===== config.mk =====
export PLATFORM = sky130hd
export DESIGN_NAME = smb_ctrl_flags
export DESIGN_NICKNAME = d
export VERILOG_FILES = /design/src/smb_pkg.sv /design/src/smb_line_if.sv /design/src/smb_line_mon.sv /design/src/smb_tick_gen.sv /design/src/smb_ctrl_flags.sv
export SDC_FILE = /design/constraint.sdc
export NUM_CORES = 1
export LEC_CHECK = 0
export BUFFER_PORTS_ARGS = -buffer_cell sky130_fd_sc_hd__buf_2
export CAP_MARGIN = 25
export CORE_MARGIN = 5
export CORE_UTILIZATION = 53
export DETAILED_ROUTE_END_ITERATION = 8
export PLACE_DENSITY = 0.8
export SETUP_SLACK_MARGIN = 0.02
export SLEW_MARGIN = 20
export SYNTH_ARGS = -nofsm -noshare
export SYNTH_HDL_FRONTEND = slang
export SYNTH_SLANG_ARGS = --single-unit

===== constraint.sdc =====
create_clock -name sys_clk_in -period 2.1 [get_ports sys_clk_in]
set_input_delay 0.63 -clock sys_clk_in [delete_from_list [all_inputs] [get_ports sys_clk_in]]
set_output_delay 0.63 -clock sys_clk_in [all_outputs]
set_load 0.01 [all_outputs]

===== src/smb_pkg.sv =====
// Shared constants and types for the two-wire bus control and status flag block.
`default_nettype none
package smb_pkg;
    // Register addresses on the special-function register port.
    localparam logic [7:0] SMB_CTRL_ADDR = 8'hc0;
    localparam logic [7:0] SMB_DATA_ADDR = 8'hc2;

    // Bit positions inside bus_control_status.
    localparam int unsigned SMB_BIT_MASTER  = 7;
    localparam int unsigned SMB_BIT_TXDIR   = 6;
    localparam int unsigned SMB_BIT_STA     = 5;
    localparam int unsigned SMB_BIT_STO     = 4;
    localparam int unsigned SMB_BIT_ACK_REQUEST_FLAG   = 3;
    localparam int unsigned SMB_BIT_ARBITRATION_LOST_FLAG = 2;
    localparam int unsigned SMB_BIT_ACK     = 1;
    localparam int unsigned SMB_BIT_SI      = 0;

    // Values after reset.
    localparam logic [7:0] SMB_CTRL_RESET = 8'h00;
    localparam logic [7:0] SMB_DATA_RESET = 8'h00;
    localparam logic [1:0] SMB_SYNC_RESET = 2'h3;

    // Bit position counts of one byte frame.
    localparam logic [3:0] SMB_LAST_DATA_BIT = 4'h7;
    localparam logic [3:0] SMB_ACK_BIT       = 4'h8;

    // Half period of the generated serial clock; a least time, so it rounds up.
    localparam int unsigned SMB_CLK_MHZ  = 250;
    localparam int unsigned SMB_HALF_NS  = 5000;
    localparam int unsigned SMB_HALF_CYC = (SMB_HALF_NS * SMB_CLK_MHZ + 999) / 1000;
    localparam int unsigned SMB_TICK_W   = 11;
    localparam logic [SMB_TICK_W-1:0] SMB_TICK_LAST = SMB_TICK_W'(SMB_HALF_CYC - 1);
    localparam logic [SMB_TICK_W-1:0] SMB_TICK_RESET = 11'h000;

    typedef enum logic [2:0] {
        ST_IDLE,
        ST_START,
        ST_RSTART,
        ST_XFER,
        ST_HOLD,
        ST_STOP,
        ST_SKIP
    } smb_state_t;
endpackage
`default_nettype wire


===== src/smb_line_if.sv =====
// Carrier of synchronised bus line levels, bus conditions and the bit timing tick.
`default_nettype none
interface smb_line_if;
    logic scl;
    logic sda;
    logic start_det;
    logic stop_det;
    logic scl_rise;
    logic scl_fall;
    logic tick;

    modport mon  (output scl, output sda, output start_det, output stop_det,
                  output scl_rise, output scl_fall);
    modport tgen (output tick);
    modport core (input scl, input sda, input start_det, input stop_det,
                  input scl_rise, input scl_fall, input tick);
endinterface
`default_nettype wire


===== src/smb_line_mon.sv =====
// Pin synchroniser and START, STOP and clock edge detector for the bus lines.
`default_nettype none
module smb_line_mon
    import smb_pkg::*;
(
    input  wire logic sys_clk_in,
    input  wire logic srst_in,
    input  wire logic scl_in,
    input  wire logic sda_in,
    smb_line_if.mon   ln
);
    typedef struct packed {
        logic [1:0] scl_s;
        logic [1:0] sda_s;
        logic       scl_h;
        logic       sda_h;
        logic       start;
        logic       stop;
        logic       rise;
        logic       fall;
    } smb_mon_t;

    smb_mon_t r_reg;
    smb_mon_t r_next;

    // Stage 0 of each synchroniser feeds stage 1 only; detection looks at stage 1 onward.
    always_comb begin
        r_next       = r_reg;
        r_next.scl_s = {r_reg.scl_s[0], scl_in};
        r_next.sda_s = {r_reg.sda_s[0], sda_in};
        r_next.scl_h = r_reg.scl_s[1];
        r_next.sda_h = r_reg.sda_s[1];
        r_next.start = r_reg.scl_s[1] && r_reg.scl_h && r_reg.sda_h && !r_reg.sda_s[1];
        r_next.stop  = r_reg.scl_s[1] && r_reg.scl_h && !r_reg.sda_h && r_reg.sda_s[1];
        r_next.rise  = r_reg.scl_s[1] && !r_reg.scl_h;
        r_next.fall  = !r_reg.scl_s[1] && r_reg.scl_h;
    end

    always_ff @(posedge sys_clk_in) begin
        if (srst_in) begin
            r_reg       <= '0;
            r_reg.scl_s <= SMB_SYNC_RESET;
            r_reg.sda_s <= SMB_SYNC_RESET;
            r_reg.scl_h <= SMB_SYNC_RESET[0];
            r_reg.sda_h <= SMB_SYNC_RESET[0];
        end else begin
            r_reg <= r_next;
        end
    end

    assign ln.scl       = r_reg.scl_h;
    assign ln.sda       = r_reg.sda_h;
    assign ln.start_det = r_reg.start;
    assign ln.stop_det  = r_reg.stop;
    assign ln.scl_rise  = r_reg.rise;
    assign ln.scl_fall  = r_reg.fall;
endmodule
`default_nettype wire


===== src/smb_tick_gen.sv =====
// Free-running half-bit tick that paces the generated serial clock.
`default_nettype none
module smb_tick_gen
    import smb_pkg::*;
(
    input  wire logic sys_clk_in,
    input  wire logic srst_in,
    smb_line_if.tgen  tk
);
    typedef struct packed {
        logic [SMB_TICK_W-1:0] cnt;
        logic                  tick;
    } smb_tick_t;

    smb_tick_t r_reg;
    smb_tick_t r_next;

    always_comb begin
        r_next      = r_reg;
        r_next.tick = (r_reg.cnt == SMB_TICK_LAST);
        if (r_reg.cnt == SMB_TICK_LAST) begin
            r_next.cnt = SMB_TICK_RESET;
        end else begin
            r_next.cnt = r_reg.cnt + 11'h001;
        end
    end

    always_ff @(posedge sys_clk_in) begin
        if (srst_in) begin
            r_reg.cnt  <= SMB_TICK_RESET;
            r_reg.tick <= 1'b0;
        end else begin
            r_reg <= r_next;
        end
    end

    assign tk.tick = r_reg.tick;
endmodule
`default_nettype wire


===== src/smb_ctrl_flags.sv =====
// Control and status flag logic with byte engine for the two-wire bus controller.
`default_nettype none
module smb_ctrl_flags
    import smb_pkg::*;
(
    input  wire logic       sys_clk_in,
    input  wire logic       srst_in,
    input  wire logic [7:0] sfr_addr_in,
    input  wire logic       sfr_wr_in,
    input  wire logic [7:0] sfr_wmask_in,
    input  wire logic [7:0] sfr_wdata_in,
    input  wire logic       sfr_rd_in,
    output logic      [7:0] sfr_rdata_out,
    input  wire logic       scl_in,
    input  wire logic       sda_in,
    output logic            scl_out,
    output logic            scl_oe_out,
    output logic            sda_out,
    output logic            sda_oe_out,
    output logic            target_inhibit_out
);
    typedef struct packed {
        smb_state_t st;
        logic       master;
        logic       transmit_direction_flag;
        logic       start_request_flag;
        logic       stop_request_flag;
        logic       ack_request_flag;
        logic       arbitration_lost_flag;
        logic       ack;
        logic       si;
        logic       ack_written;
        logic       data_written;
        logic       inhibit;
        logic       busy;
        logic       is_addr;
        logic       rx_dir;
        logic       pend_ack;
        logic       phase;
        logic       scl_oe;
        logic       sda_oe;
        logic [3:0] bit_cnt;
        logic [7:0] shreg;
        logic [7:0] data;
        logic [7:0] rdata;
        logic       zero;
    } smb_core_t;

    smb_core_t  r_reg;
    smb_core_t  r_next;
    logic [7:0] ctrl_vec;
    logic       wr_ctrl;
    logic       wr_data;
    logic       do_sample;
    logic       do_advance;

    smb_line_if line_bus ();

    smb_line_mon u_line_mon (
        .sys_clk_in (sys_clk_in),
        .srst_in    (srst_in),
        .scl_in     (scl_in),
        .sda_in     (sda_in),
        .ln         (line_bus.mon)
    );

    smb_tick_gen u_tick_gen (
        .sys_clk_in (sys_clk_in),
        .srst_in    (srst_in),
        .tk         (line_bus.tgen)
    );

    // Losing arbitration drops the controller role and SDA; SCL stays low while the flag is up.
    function automatic smb_core_t lose_arb(input smb_core_t c);
        smb_core_t t;
        t          = c;
        t.arbitration_lost_flag  = 1'b1;
        t.si       = 1'b1;
        t.master   = 1'b0;
        t.transmit_direction_flag   = 1'b0;
        t.st       = ST_HOLD;
        t.scl_oe   = 1'b1;
        t.sda_oe   = 1'b0;
        t.phase    = 1'b0;
        t.pend_ack = 1'b0;
        return t;
    endfunction

    always_comb begin
        r_next     = r_reg;
        do_sample  = 1'b0;
        do_advance = 1'b0;
        ctrl_vec   = {r_reg.master, r_reg.transmit_direction_flag, r_reg.start_request_flag, r_reg.stop_request_flag,
                      r_reg.ack_request_flag, r_reg.arbitration_lost_flag, r_reg.ack, r_reg.si};
        wr_ctrl    = sfr_wr_in && (sfr_addr_in == SMB_CTRL_ADDR);
        wr_data    = sfr_wr_in && (sfr_addr_in == SMB_DATA_ADDR);

        if (sfr_rd_in) begin
            if (sfr_addr_in == SMB_CTRL_ADDR) begin
                r_next.rdata = ctrl_vec;
            end else if (sfr_addr_in == SMB_DATA_ADDR) begin
                r_next.rdata = r_reg.data;
            end else begin
                r_next.rdata = 8'h00;
            end
        end

        // Software writes come first so that any hardware set below overrides them.
        // Role, direction, ack request and arbitration bits take no write.
        if (wr_ctrl) begin
            if (sfr_wmask_in[SMB_BIT_STA]) begin
                r_next.start_request_flag = sfr_wdata_in[SMB_BIT_STA];
            end
            if (sfr_wmask_in[SMB_BIT_STO]) begin
                r_next.stop_request_flag = sfr_wdata_in[SMB_BIT_STO];
            end
            if (sfr_wmask_in[SMB_BIT_ACK]) begin
                r_next.ack         = sfr_wdata_in[SMB_BIT_ACK];
                r_next.ack_written = 1'b1;
            end
            if (sfr_wmask_in[SMB_BIT_SI]) begin
                r_next.si = sfr_wdata_in[SMB_BIT_SI];
                if (!sfr_wdata_in[SMB_BIT_SI]) begin
                    r_next.arbitration_lost_flag = 1'b0;
                end
            end
        end
        if (wr_data) begin
            r_next.data         = sfr_wdata_in;
            r_next.data_written = 1'b1;
        end

        if (line_bus.start_det) begin
            r_next.busy = 1'b1;
        end
        if (line_bus.stop_det) begin
            r_next.busy = 1'b0;
        end

        case (r_reg.st)
            ST_IDLE: begin
                r_next.scl_oe = 1'b0;
                r_next.sda_oe = 1'b0;
                // A pending interrupt stalls any new START as well.
                if (r_reg.start_request_flag && !r_reg.busy && !r_reg.si && line_bus.tick) begin
                    r_next.sda_oe = 1'b1;
                    r_next.master = 1'b1;
                    r_next.transmit_direction_flag = 1'b1;
                    r_next.phase  = 1'b0;
                    r_next.st     = ST_START;
                end
            end
            ST_START: begin
                if (line_bus.tick) begin
                    r_next.scl_oe   = 1'b1;
                    r_next.si       = 1'b1;
                    r_next.is_addr  = 1'b1;
                    r_next.pend_ack = 1'b0;
                    r_next.st       = ST_HOLD;
                end
            end
            ST_RSTART: begin
                if (!r_reg.phase) begin
                    r_next.sda_oe = 1'b0;
                    if (line_bus.tick) begin
                        r_next.scl_oe = 1'b0;
                        r_next.phase  = 1'b1;
                    end
                end else if (line_bus.tick) begin
                    if (!line_bus.scl) begin
                        r_next = lose_arb(r_next);
                    end else begin
                        r_next.sda_oe = 1'b1;
                        r_next.transmit_direction_flag = 1'b1;
                        r_next.phase  = 1'b0;
                        r_next.st     = ST_START;
                    end
                end
            end
            ST_STOP: begin
                if (!r_reg.phase) begin
                    r_next.sda_oe = 1'b1;
                    if (line_bus.tick) begin
                        r_next.scl_oe = 1'b0;
                        r_next.phase  = 1'b1;
                    end
                end else if (line_bus.tick) begin
                    if (!line_bus.scl) begin
                        r_next = lose_arb(r_next);
                    end else begin
                        // A start request still set restarts from idle once the bus frees.
                        r_next.sda_oe = 1'b0;
                        r_next.stop_request_flag    = 1'b0;
                        r_next.master = 1'b0;
                        r_next.transmit_direction_flag = 1'b0;
                        r_next.phase  = 1'b0;
                        r_next.st     = ST_IDLE;
                    end
                end
            end
            ST_XFER: begin
                if (r_reg.master) begin
                    if (!r_reg.phase) begin
                        if (line_bus.tick) begin
                            r_next.scl_oe = 1'b0;
                            r_next.phase  = 1'b1;
                        end
                    end else if (line_bus.tick && line_bus.scl) begin
                        // Waiting for SCL high lets a stretching target slow the bit.
                        do_sample     = 1'b1;
                        do_advance    = 1'b1;
                        r_next.scl_oe = 1'b1;
                        r_next.phase  = 1'b0;
                    end
                end else begin
                    r_next.scl_oe = 1'b0;
                    if (line_bus.scl_rise) begin
                        do_sample    = 1'b1;
                        r_next.phase = 1'b1;
                    end
                    if (line_bus.scl_fall && r_reg.phase) begin
                        do_advance   = 1'b1;
                        r_next.phase = 1'b0;
                    end
                end
            end
            ST_HOLD: begin
                r_next.scl_oe = 1'b1;
                if (r_reg.pend_ack) begin
                    r_next.sda_oe = r_reg.ack_written && r_reg.ack;
                end
                if (!r_reg.si) begin
                    r_next.phase = 1'b0;
                    if (r_reg.pend_ack) begin
                        r_next.pend_ack = 1'b0;
                        r_next.bit_cnt  = SMB_ACK_BIT;
                        r_next.scl_oe   = r_reg.master;
                        r_next.st       = ST_XFER;
                    end else if (r_reg.master) begin
                        if (r_reg.stop_request_flag) begin
                            r_next.st = ST_STOP;
                        end else if (r_reg.start_request_flag && !r_reg.is_addr) begin
                            r_next.st = ST_RSTART;
                        end else begin
                            r_next.transmit_direction_flag       = r_reg.data_written || r_reg.is_addr;
                            r_next.shreg        = r_reg.data;
                            r_next.bit_cnt      = 4'h0;
                            r_next.data_written = 1'b0;
                            r_next.sda_oe       = r_next.transmit_direction_flag && !r_reg.data[7];
                            r_next.st           = ST_XFER;
                        end
                    end else if (r_reg.transmit_direction_flag && r_reg.ack) begin
                        r_next.shreg   = r_reg.data;
                        r_next.bit_cnt = 4'h0;
                        r_next.sda_oe  = !r_reg.data[7];
                        r_next.scl_oe  = 1'b0;
                        r_next.st      = ST_XFER;
                    end else begin
                        r_next.scl_oe = 1'b0;
                        r_next.sda_oe = 1'b0;
                        r_next.st     = ST_SKIP;
                    end
                end
            end
            ST_SKIP: begin
                r_next.scl_oe = 1'b0;
                r_next.sda_oe = 1'b0;
                // Waiting for a free bus keeps a beaten controller off the wire.
                if (!r_reg.busy) begin
                    r_next.st = ST_IDLE;
                end
            end
            default: begin
                r_next.st = ST_IDLE;
            end
        endcase

        if (do_sample) begin
            if (r_reg.bit_cnt < SMB_ACK_BIT) begin
                r_next.shreg = {r_reg.shreg[6:0], line_bus.sda};
                if (r_reg.transmit_direction_flag && !r_reg.sda_oe && !line_bus.sda) begin
                    r_next = lose_arb(r_next);
                end
            end else if (r_reg.transmit_direction_flag) begin
                r_next.ack = !line_bus.sda;
            end
        end

        if (do_advance && r_next.st == ST_XFER) begin
            if (r_reg.bit_cnt == SMB_LAST_DATA_BIT) begin
                if (r_reg.transmit_direction_flag) begin
                    r_next.bit_cnt = SMB_ACK_BIT;
                    r_next.sda_oe  = 1'b0;
                end else begin
                    // The receiver interrupt comes before the acknowledge bit.
                    r_next.si          = 1'b1;
                    r_next.ack_request_flag       = 1'b1;
                    r_next.ack_written = 1'b0;
                    r_next.pend_ack    = 1'b1;
                    r_next.sda_oe      = 1'b0;
                    r_next.st          = ST_HOLD;
                    if (r_reg.is_addr && !r_reg.master) begin
                        r_next.start_request_flag    = 1'b1;
                        r_next.rx_dir = r_next.shreg[0];
                    end
                end
            end else if (r_reg.bit_cnt == SMB_ACK_BIT) begin
                r_next.ack_request_flag   = 1'b0;
                r_next.sda_oe  = 1'b0;
                r_next.is_addr = 1'b0;
                r_next.bit_cnt = 4'h0;
                if (r_reg.transmit_direction_flag) begin
                    r_next.si = 1'b1;
                    r_next.st = ST_HOLD;
                end else if (r_reg.is_addr && !r_reg.master && !r_reg.sda_oe) begin
                    r_next.inhibit = 1'b1;
                    r_next.st      = ST_SKIP;
                end else if (r_reg.is_addr && !r_reg.master && r_reg.rx_dir) begin
                    r_next.transmit_direction_flag = 1'b1;
                    r_next.shreg  = r_reg.data;
                    r_next.sda_oe = !r_reg.data[7];
                end else if (r_reg.master && r_reg.stop_request_flag) begin
                    r_next.st = ST_STOP;
                end else if (r_reg.master && r_reg.start_request_flag) begin
                    r_next.st = ST_RSTART;
                end
            end else begin
                r_next.bit_cnt = r_reg.bit_cnt + 4'h1;
                r_next.sda_oe  = r_reg.transmit_direction_flag && !r_next.shreg[7];
            end
        end

        // Bus conditions seen on the lines take precedence over the byte engine.
        if (line_bus.stop_det) begin
            if (r_reg.master && r_reg.st != ST_STOP) begin
                r_next     = lose_arb(r_next);
                r_next.stop_request_flag = 1'b1;
            end else if (!r_reg.master && r_reg.st != ST_IDLE && r_reg.st != ST_SKIP) begin
                r_next.stop_request_flag    = 1'b1;
                r_next.si     = 1'b1;
                r_next.scl_oe = 1'b0;
                r_next.sda_oe = 1'b0;
                r_next.st     = ST_IDLE;
            end
        end
        if (line_bus.start_det) begin
            if (r_reg.master) begin
                if (r_reg.st != ST_START && !r_reg.start_request_flag) begin
                    r_next = lose_arb(r_next);
                end
            end else begin
                r_next.inhibit  = 1'b0;
                r_next.transmit_direction_flag   = 1'b0;
                r_next.is_addr  = 1'b1;
                r_next.bit_cnt  = 4'h0;
                r_next.phase    = 1'b0;
                r_next.pend_ack = 1'b0;
                r_next.scl_oe   = 1'b0;
                r_next.sda_oe   = 1'b0;
                r_next.st       = ST_XFER;
            end
        end
    end

    // Hardware sets are applied after software writes above, so a set wins.
    always_ff @(posedge sys_clk_in) begin
        if (srst_in) begin
            r_reg    <= '0;
            r_reg.st <= ST_IDLE;
            {r_reg.master, r_reg.transmit_direction_flag, r_reg.start_request_flag, r_reg.stop_request_flag,
             r_reg.ack_request_flag, r_reg.arbitration_lost_flag, r_reg.ack, r_reg.si} <= SMB_CTRL_RESET;
            r_reg.data <= SMB_DATA_RESET;
        end else begin
            r_reg <= r_next;
        end
    end

    assign sfr_rdata_out      = r_reg.rdata;
    assign scl_out            = r_reg.zero;
    assign sda_out            = r_reg.zero;
    assign scl_oe_out         = r_reg.scl_oe;
    assign sda_oe_out         = r_reg.sda_oe;
    assign target_inhibit_out = r_reg.inhibit;
endmodule
`default_nettype wire


==> flow_summary.json, run 1 <==
{
  "outcome": "finished clean",
  "clock_sinks": 71,
  "syn-instance-count": 497,
  "setup.worst_path.start_class": "register",
  "largest_reg_flops": 30,
  "finalCritPeriodShare": 0.9530,
  "syn_area_um2": 3924,
  "path_buf_inv": 0,
  "antenna_found_initial": 0,
  "grt_overflow": 0,
  "num_rows": 31,
  "slew_violations": 0,
  "die_area_um2": 9224,
  "cts_root_buf": "clkbuf_8",
  "ys_ff_latch": 71,
  "setup_viol": 0,
  "setup_tns_ns": 0,
  "io_pins": 43,
  "clockBufferDepth": 2,
  "synth_edf_count": 0,
  "cts_buffers": 9,
  "report.final.hold_viol_count": 0,
  "crit_chain": "nand3b_1 > a211o_1 > a21o_1 > or2_4 > nor2b_4 > a22o_1",
  "drt_pass1_iterations": 5,
  "gr-usage-all-layers": 0.2461,
  "synthDistinctLibCells": 67,
  "syn2layout_area_growth_pct": 17.22,
  "setup.worst_path.class": "reg -> reg",
  "yosysMostFrequentCell": "dfxtp_1",
  "gp_congestion": 0.9514,
  "reg2reg_from": "r_reg[47]",
  "critPathRequiredTime_ns": 2.34,
  "r2r-end": "r_reg[23]",
  "first_global_vias": 3707,
  "post_drt_via_cell_ratio": 6.070,
  "hold_path_class": "reg -> reg",
  "synth-main-ff-cell": "dfxtp_1",
  "synth_top_cell_by_area": "dfxtp_1",
  "grt_max_degree": 27,
  "drtIter0Drc": 354,
  "antennaDiodeCount": 0,
  "layout-drive-gt1-share": 0.2075,
  "hold_buffers": 0,
  "wire_per_inst_um": 17.06,
  "vias": 3994,
  "finClkSkew_ns": 0.01393,
  "worstPathArrival_ns": 2.24,
  "crit_family": "compound AO/OA/AOI/OAI gates",
  "holdPathStages": 1,
  "drc": 0,
  "timing.final.ws_setup_ns": 0.09871,
  "worstSetupEndpointType": "register",
  "die_h_um": 96.04,
  "relSlewSlack": 0.6412,
  "core-area_um2": 7214,
  "routed_wl_mm": 11.22,
  "cts_tree": "yes",
  "max_freq_ghz": 0.4997,
  "dp_slack_ns": -0.04568,
  "min_to": "u_line_mon.r_next[4]",
  "slowest_stage": "dfxtp_1",
  "clk_pin_slew_worst_paths_ns": 0.08,
  "period_needed_ns": 2.001,
  "synth.top_cell.area_share": 0.3622,
  "reg2reg_depth": 6,
  "critPathMaxStageDelay_ns": 0.54,
  "synth-seq-area-share": 0.3622,
  "htreeDepth": 3,
  "vdd_ir_drop_max_uv": 370.7,
  "synth_commonest_cells": "71 x dfxtp_1, 58 x nor2_1, 48 x nand2_1, 41 x a21oi_1, 27 x o21ai_0",
  "worst-path-max-fanout": 8,
  "stdcell_count": 658,
  "ff2ff_setup_slack_ns": 0.1,
  "worstMarginPinSlew_ns": 0.5371,
  "power_density_nw_per_um2": 590.0,
  "dp_cells": 642,
  "final_nets": 588,
  "rsz0062_at_grt": "no",
  "hpwl_mm": 8.140,
  "grt_pass1_wl_mm": 17.48,
  "finalPower_mw": 2.714,
  "ant_nets": 0,
  "initial_core_util": 0.5439,
  "ys_warn_count": 0,
  "io_buffers": 36,
  "avgSynthCellArea_um2": 7.895,
  "synth.area.top_cells": "dfxtp_1 36%, nor2_1 5.5%, a21oi_1 5.2%",
  "synthArstFlopShare": 0,
  "clock_latency_ns": 0.36,
  "die_width_um": 96.04,
  "hold_start": "u_line_mon.r_next[7]",
  "cap_viol_max_count": 0,
  "leakage_nw": 1.844,
  "utilization": 0.6375
}
[placed cells by master, fill, tap and decap left out, types with 15 or more instances in the layout]
cell	instances
dfxtp_1	70
nor2_1	58
nand2_1	48
buf_4	45
a21oi_1	41
buf_2	36
o21ai_0	27
nand3_1	21
nand2b_1	15
mux2i_1	15
[how the worst max path moves through the flow]
stage                              start           to  cells after the start  slack (ns)
after floorplan           sfr_addr_in[0]    r_reg[37]                      6        0.02
after global placement    sfr_addr_in[3]  ctrl_vec[5]                      7        0.01
after detailed placement  sfr_addr_in[3]  ctrl_vec[1]                      7       -0.05
after CTS                      r_reg[25]    r_reg[21]                      7        0.06
after global routing           r_reg[25]    r_reg[47]                      7       0.005
final                          r_reg[47]    r_reg[23]                      6         0.1
[cell type report]
| class | count | area, µm² |
|---|---|---|
| clock inverter | 7 | 65.06 |
| inverter | 11 | 41.29 |
| tap | 99 | 123.9 |
| multi-input combinational | 380 | 2305 |
| clock buffer | 9 | 123.9 |
| fill | 660 | 2615 |
| sequential | 71 | 1423 |
| timing repair buffer | 81 | 518.0 |
[kinds of logic after synthesis]
group,after synthesis,share of synthesized area
AO/OA/AOI/OAI,141,0.2347
XOR/XNOR,9,0.02009
adder cells (fa/ha/maj),4,0.01276
buffers and inverters,47,0.05867
flip-flops,71,0.3622
multiplexers,16,0.04113
other,1,0.0009557
AND/OR/NAND/NOR,208,0.2695
[routing by layer]
layer  vias to the layer above  share of wire  global-route usage
li1                       1904              -                   -
met1                      1857           0.42              0.3122
met2                       206           0.47              0.3922
met3                        27          0.083             0.05629
met4                         0          0.030              0.1197
met5                         -              0                   0
[stage by stage]
step,hold WS [ns],cell area (µm²)
global placement,0.3911,4380
floorplan,0.3895,3928
CTS,0.4191,4573
detailed placement,0.3993,4380
global route,0.4373,4599
finish,0.4155,4599
[timing repair]
item	in CTS	in global routing
setup endpoints to repair	2	9
setup buffers	0	0
endpoints found under the hold margin	0	0
pin swaps	0	0
gates cloned	0	0
resized for setup	2	6
[report_power, final]
part	internal (mW)	leakage (nW)	switching, mW
Combinational	0.116	1.18	0.154
Clock	0.450	0.0856	0.593
Sequential	1.37	0.576	0.0281
Total	1.94	1.84	0.776
Power figures use the tool's default switching activity.
==> inputs of run 2 (changes only) <==
--- a/config.mk
+++ b/config.mk
@@ -11,6 +11,7 @@
 export CORE_UTILIZATION = 53
 export DETAILED_ROUTE_END_ITERATION = 8
 export PLACE_DENSITY = 0.8
+export REMOVE_ABC_BUFFERS = 1
 export SETUP_SLACK_MARGIN = 0.02
 export SLEW_MARGIN = 20
 export SYNTH_ARGS = -nofsm -noshare
==> run 2 against run 1 <==
Routed wire length shrank 3.5%. Sequential power about the same. Via count down 2.2%. Critical path depth grew 1. Non-clock buffer count down 6. Cell count fell by 1.2%. Utilization grew 0.19 points. Die area unchanged. Hold slack got worse by 0.0080 ns. Global-route usage decreased by 0.43 points. Critical path type unchanged. Critical endpoint unchanged.
==> flow_summary.json, run 2 (same netlist as run 1, synthesis figures left out) <==
{
  "setup_tns_ns": 0,
  "cts_setup_buffers": 0,
  "antennaDiodeCount": 0,
  "layout_commonest_cell": "dfxtp_1",
  "grt_overflow": 0,
  "report.final.hold_viol_count": 0,
  "max_freq_ghz": 0.5001,
  "hold_slack_ns": 0.4075,
  "most-common-layout-cells": "70 x dfxtp_1, 58 x nor2_1, 48 x nand2_1",
  "worstSetupEndpointType": "register",
  "placed_area_um2": 4360,
  "drc": 0,
  "grt_max_degree": 25,
  "clockBufferDepth": 2,
  "grt_pass1_wl_mm": 17.38,
  "final_nets": 582,
  "first_global_vias": 3681,
  "clk_pin_slew_worst_paths_ns": 0.07,
  "clock_latency_ns": 0.33,
  "hpwl_mm": 8.126,
  "htreeDepth": 3,
  "die_area_um2": 9224,
  "io_buffers": 36,
  "post_cts_resized": 1,
  "finalCritPeriodShare": 0.9522,
  "reg2reg_depth": 7,
  "leakage_nw": 1.846,
  "worst-path-max-fanout": 8,
  "stdcell_count": 650,
  "die_width_um": 96.04,
  "cts_tree": "yes",
  "final_area_um2": 4613,
  "hold_buffers": 0,
  "path_buf_inv": 1,
  "post_drt_via_cell_ratio": 6.012,
  "cts_root_buf": "clkbuf_8",
  "core-area_um2": 7214,
  "critPathMaxStageDelay_ns": 0.53,
  "die_h_um": 96.04,
  "cap_viol_max_count": 0,
  "finClkSkew_ns": 0.009170,
  "setup.worst_path.class": "reg -> reg",
  "outcome": "finished clean",
  "syn2layout_area_growth_pct": 17.57,
  "num_rows": 31,
  "setup_viol": 0,
  "utilization": 0.6394,
  "worstPathArrival_ns": 2.22,
  "slowest_stage": "or4_1",
  "crit_chain": "inv_1 > ha_1 > nand3b_4 > or4_1 > or2_4 > nor2b_2 > a22o_1",
  "wire_per_inst_um": 16.66,
  "hold_path_class": "reg -> reg",
  "cp.depth": 7,
  "io_pins": 43,
  "holdPathStages": 1,
  "initial_core_util": 0.5439,
  "crit_family": "simple AND/OR/NAND/NOR gates",
  "antenna_found_initial": 0,
  "layout-drive-gt1-share": 0.1942,
  "cts_buffers": 9,
  "critPathRequiredTime_ns": 2.32,
  "drt_pass1_iterations": 7,
  "slew_violations": 0,
  "dp_cells": 636,
  "gr-usage-all-layers": 0.2417,
  "routed_wl_mm": 10.83,
  "vias": 3908,
  "gp_congestion": 0.9430,
  "drtIter0Drc": 346,
  "power_density_nw_per_um2": 638.3,
  "clock_sinks": 71,
  "period_needed_ns": 2.000,
  "setup.worst_path.start_class": "register",
  "vdd_ir_drop_max_uv": 492.0,
  "largest_reg_flops": 30,
  "ant_nets": 0
}
## run 2: routing by layer
metal / part of all wire / up-vias / routed length (µm) / GRT usage
met1: 0.43 / 1833 / 4605 / 0.3130
met5: 0 / - / 0 / 0
met2: 0.47 / 167 / 5134 / 0.3876
li1: - / 1881 / - / -
met4: 0.024 / 0 / 263 / 0.09716
met3: 0.076 / 27 / 826 / 0.05551
## run 2: worst paths after layout
kind / start / endpoint / slack (ns)
hold reg to reg: u_line_mon.r_next[7] / u_line_mon.r_next[4] / 0.41
setup / recovery: r_reg[26] / r_reg[23] / 0.10
setup reg to reg: r_reg[26] / r_reg[23] / 0.10
hold / removal: u_line_mon.r_next[7] / u_line_mon.r_next[4] / 0.41
## run 2: final cells by class
type	instances	area [µm²]
fill	638	2601
multi-input combinational	380	2292
sequential	71	1425
timing repair buffer	75	498.0
clock buffer	10	137.6
tap	99	123.9
clock inverter	4	95.09
inverter	11	41.29
## run 2: power by group
group          switching (mW)  internal [mW]  leakage, nW
Sequential             0.0257           1.37        0.576
Combinational           0.158          0.115         1.15
Clock                   0.469          0.807        0.118
Total                   0.652           2.29         1.85
## run 2: through the flow
stage / power [mW] / setup slack (ns)
2_1_floorplan: 1.559 / -0.1364
3_3_place_gp: 1.688 / 0.01737
3_5_place_dp: 1.693 / -0.01144
4_1_cts: 2.960 / 0.05682
5_1_grt: 3.065 / -0.009163
6_report: 2.945 / 0.1004
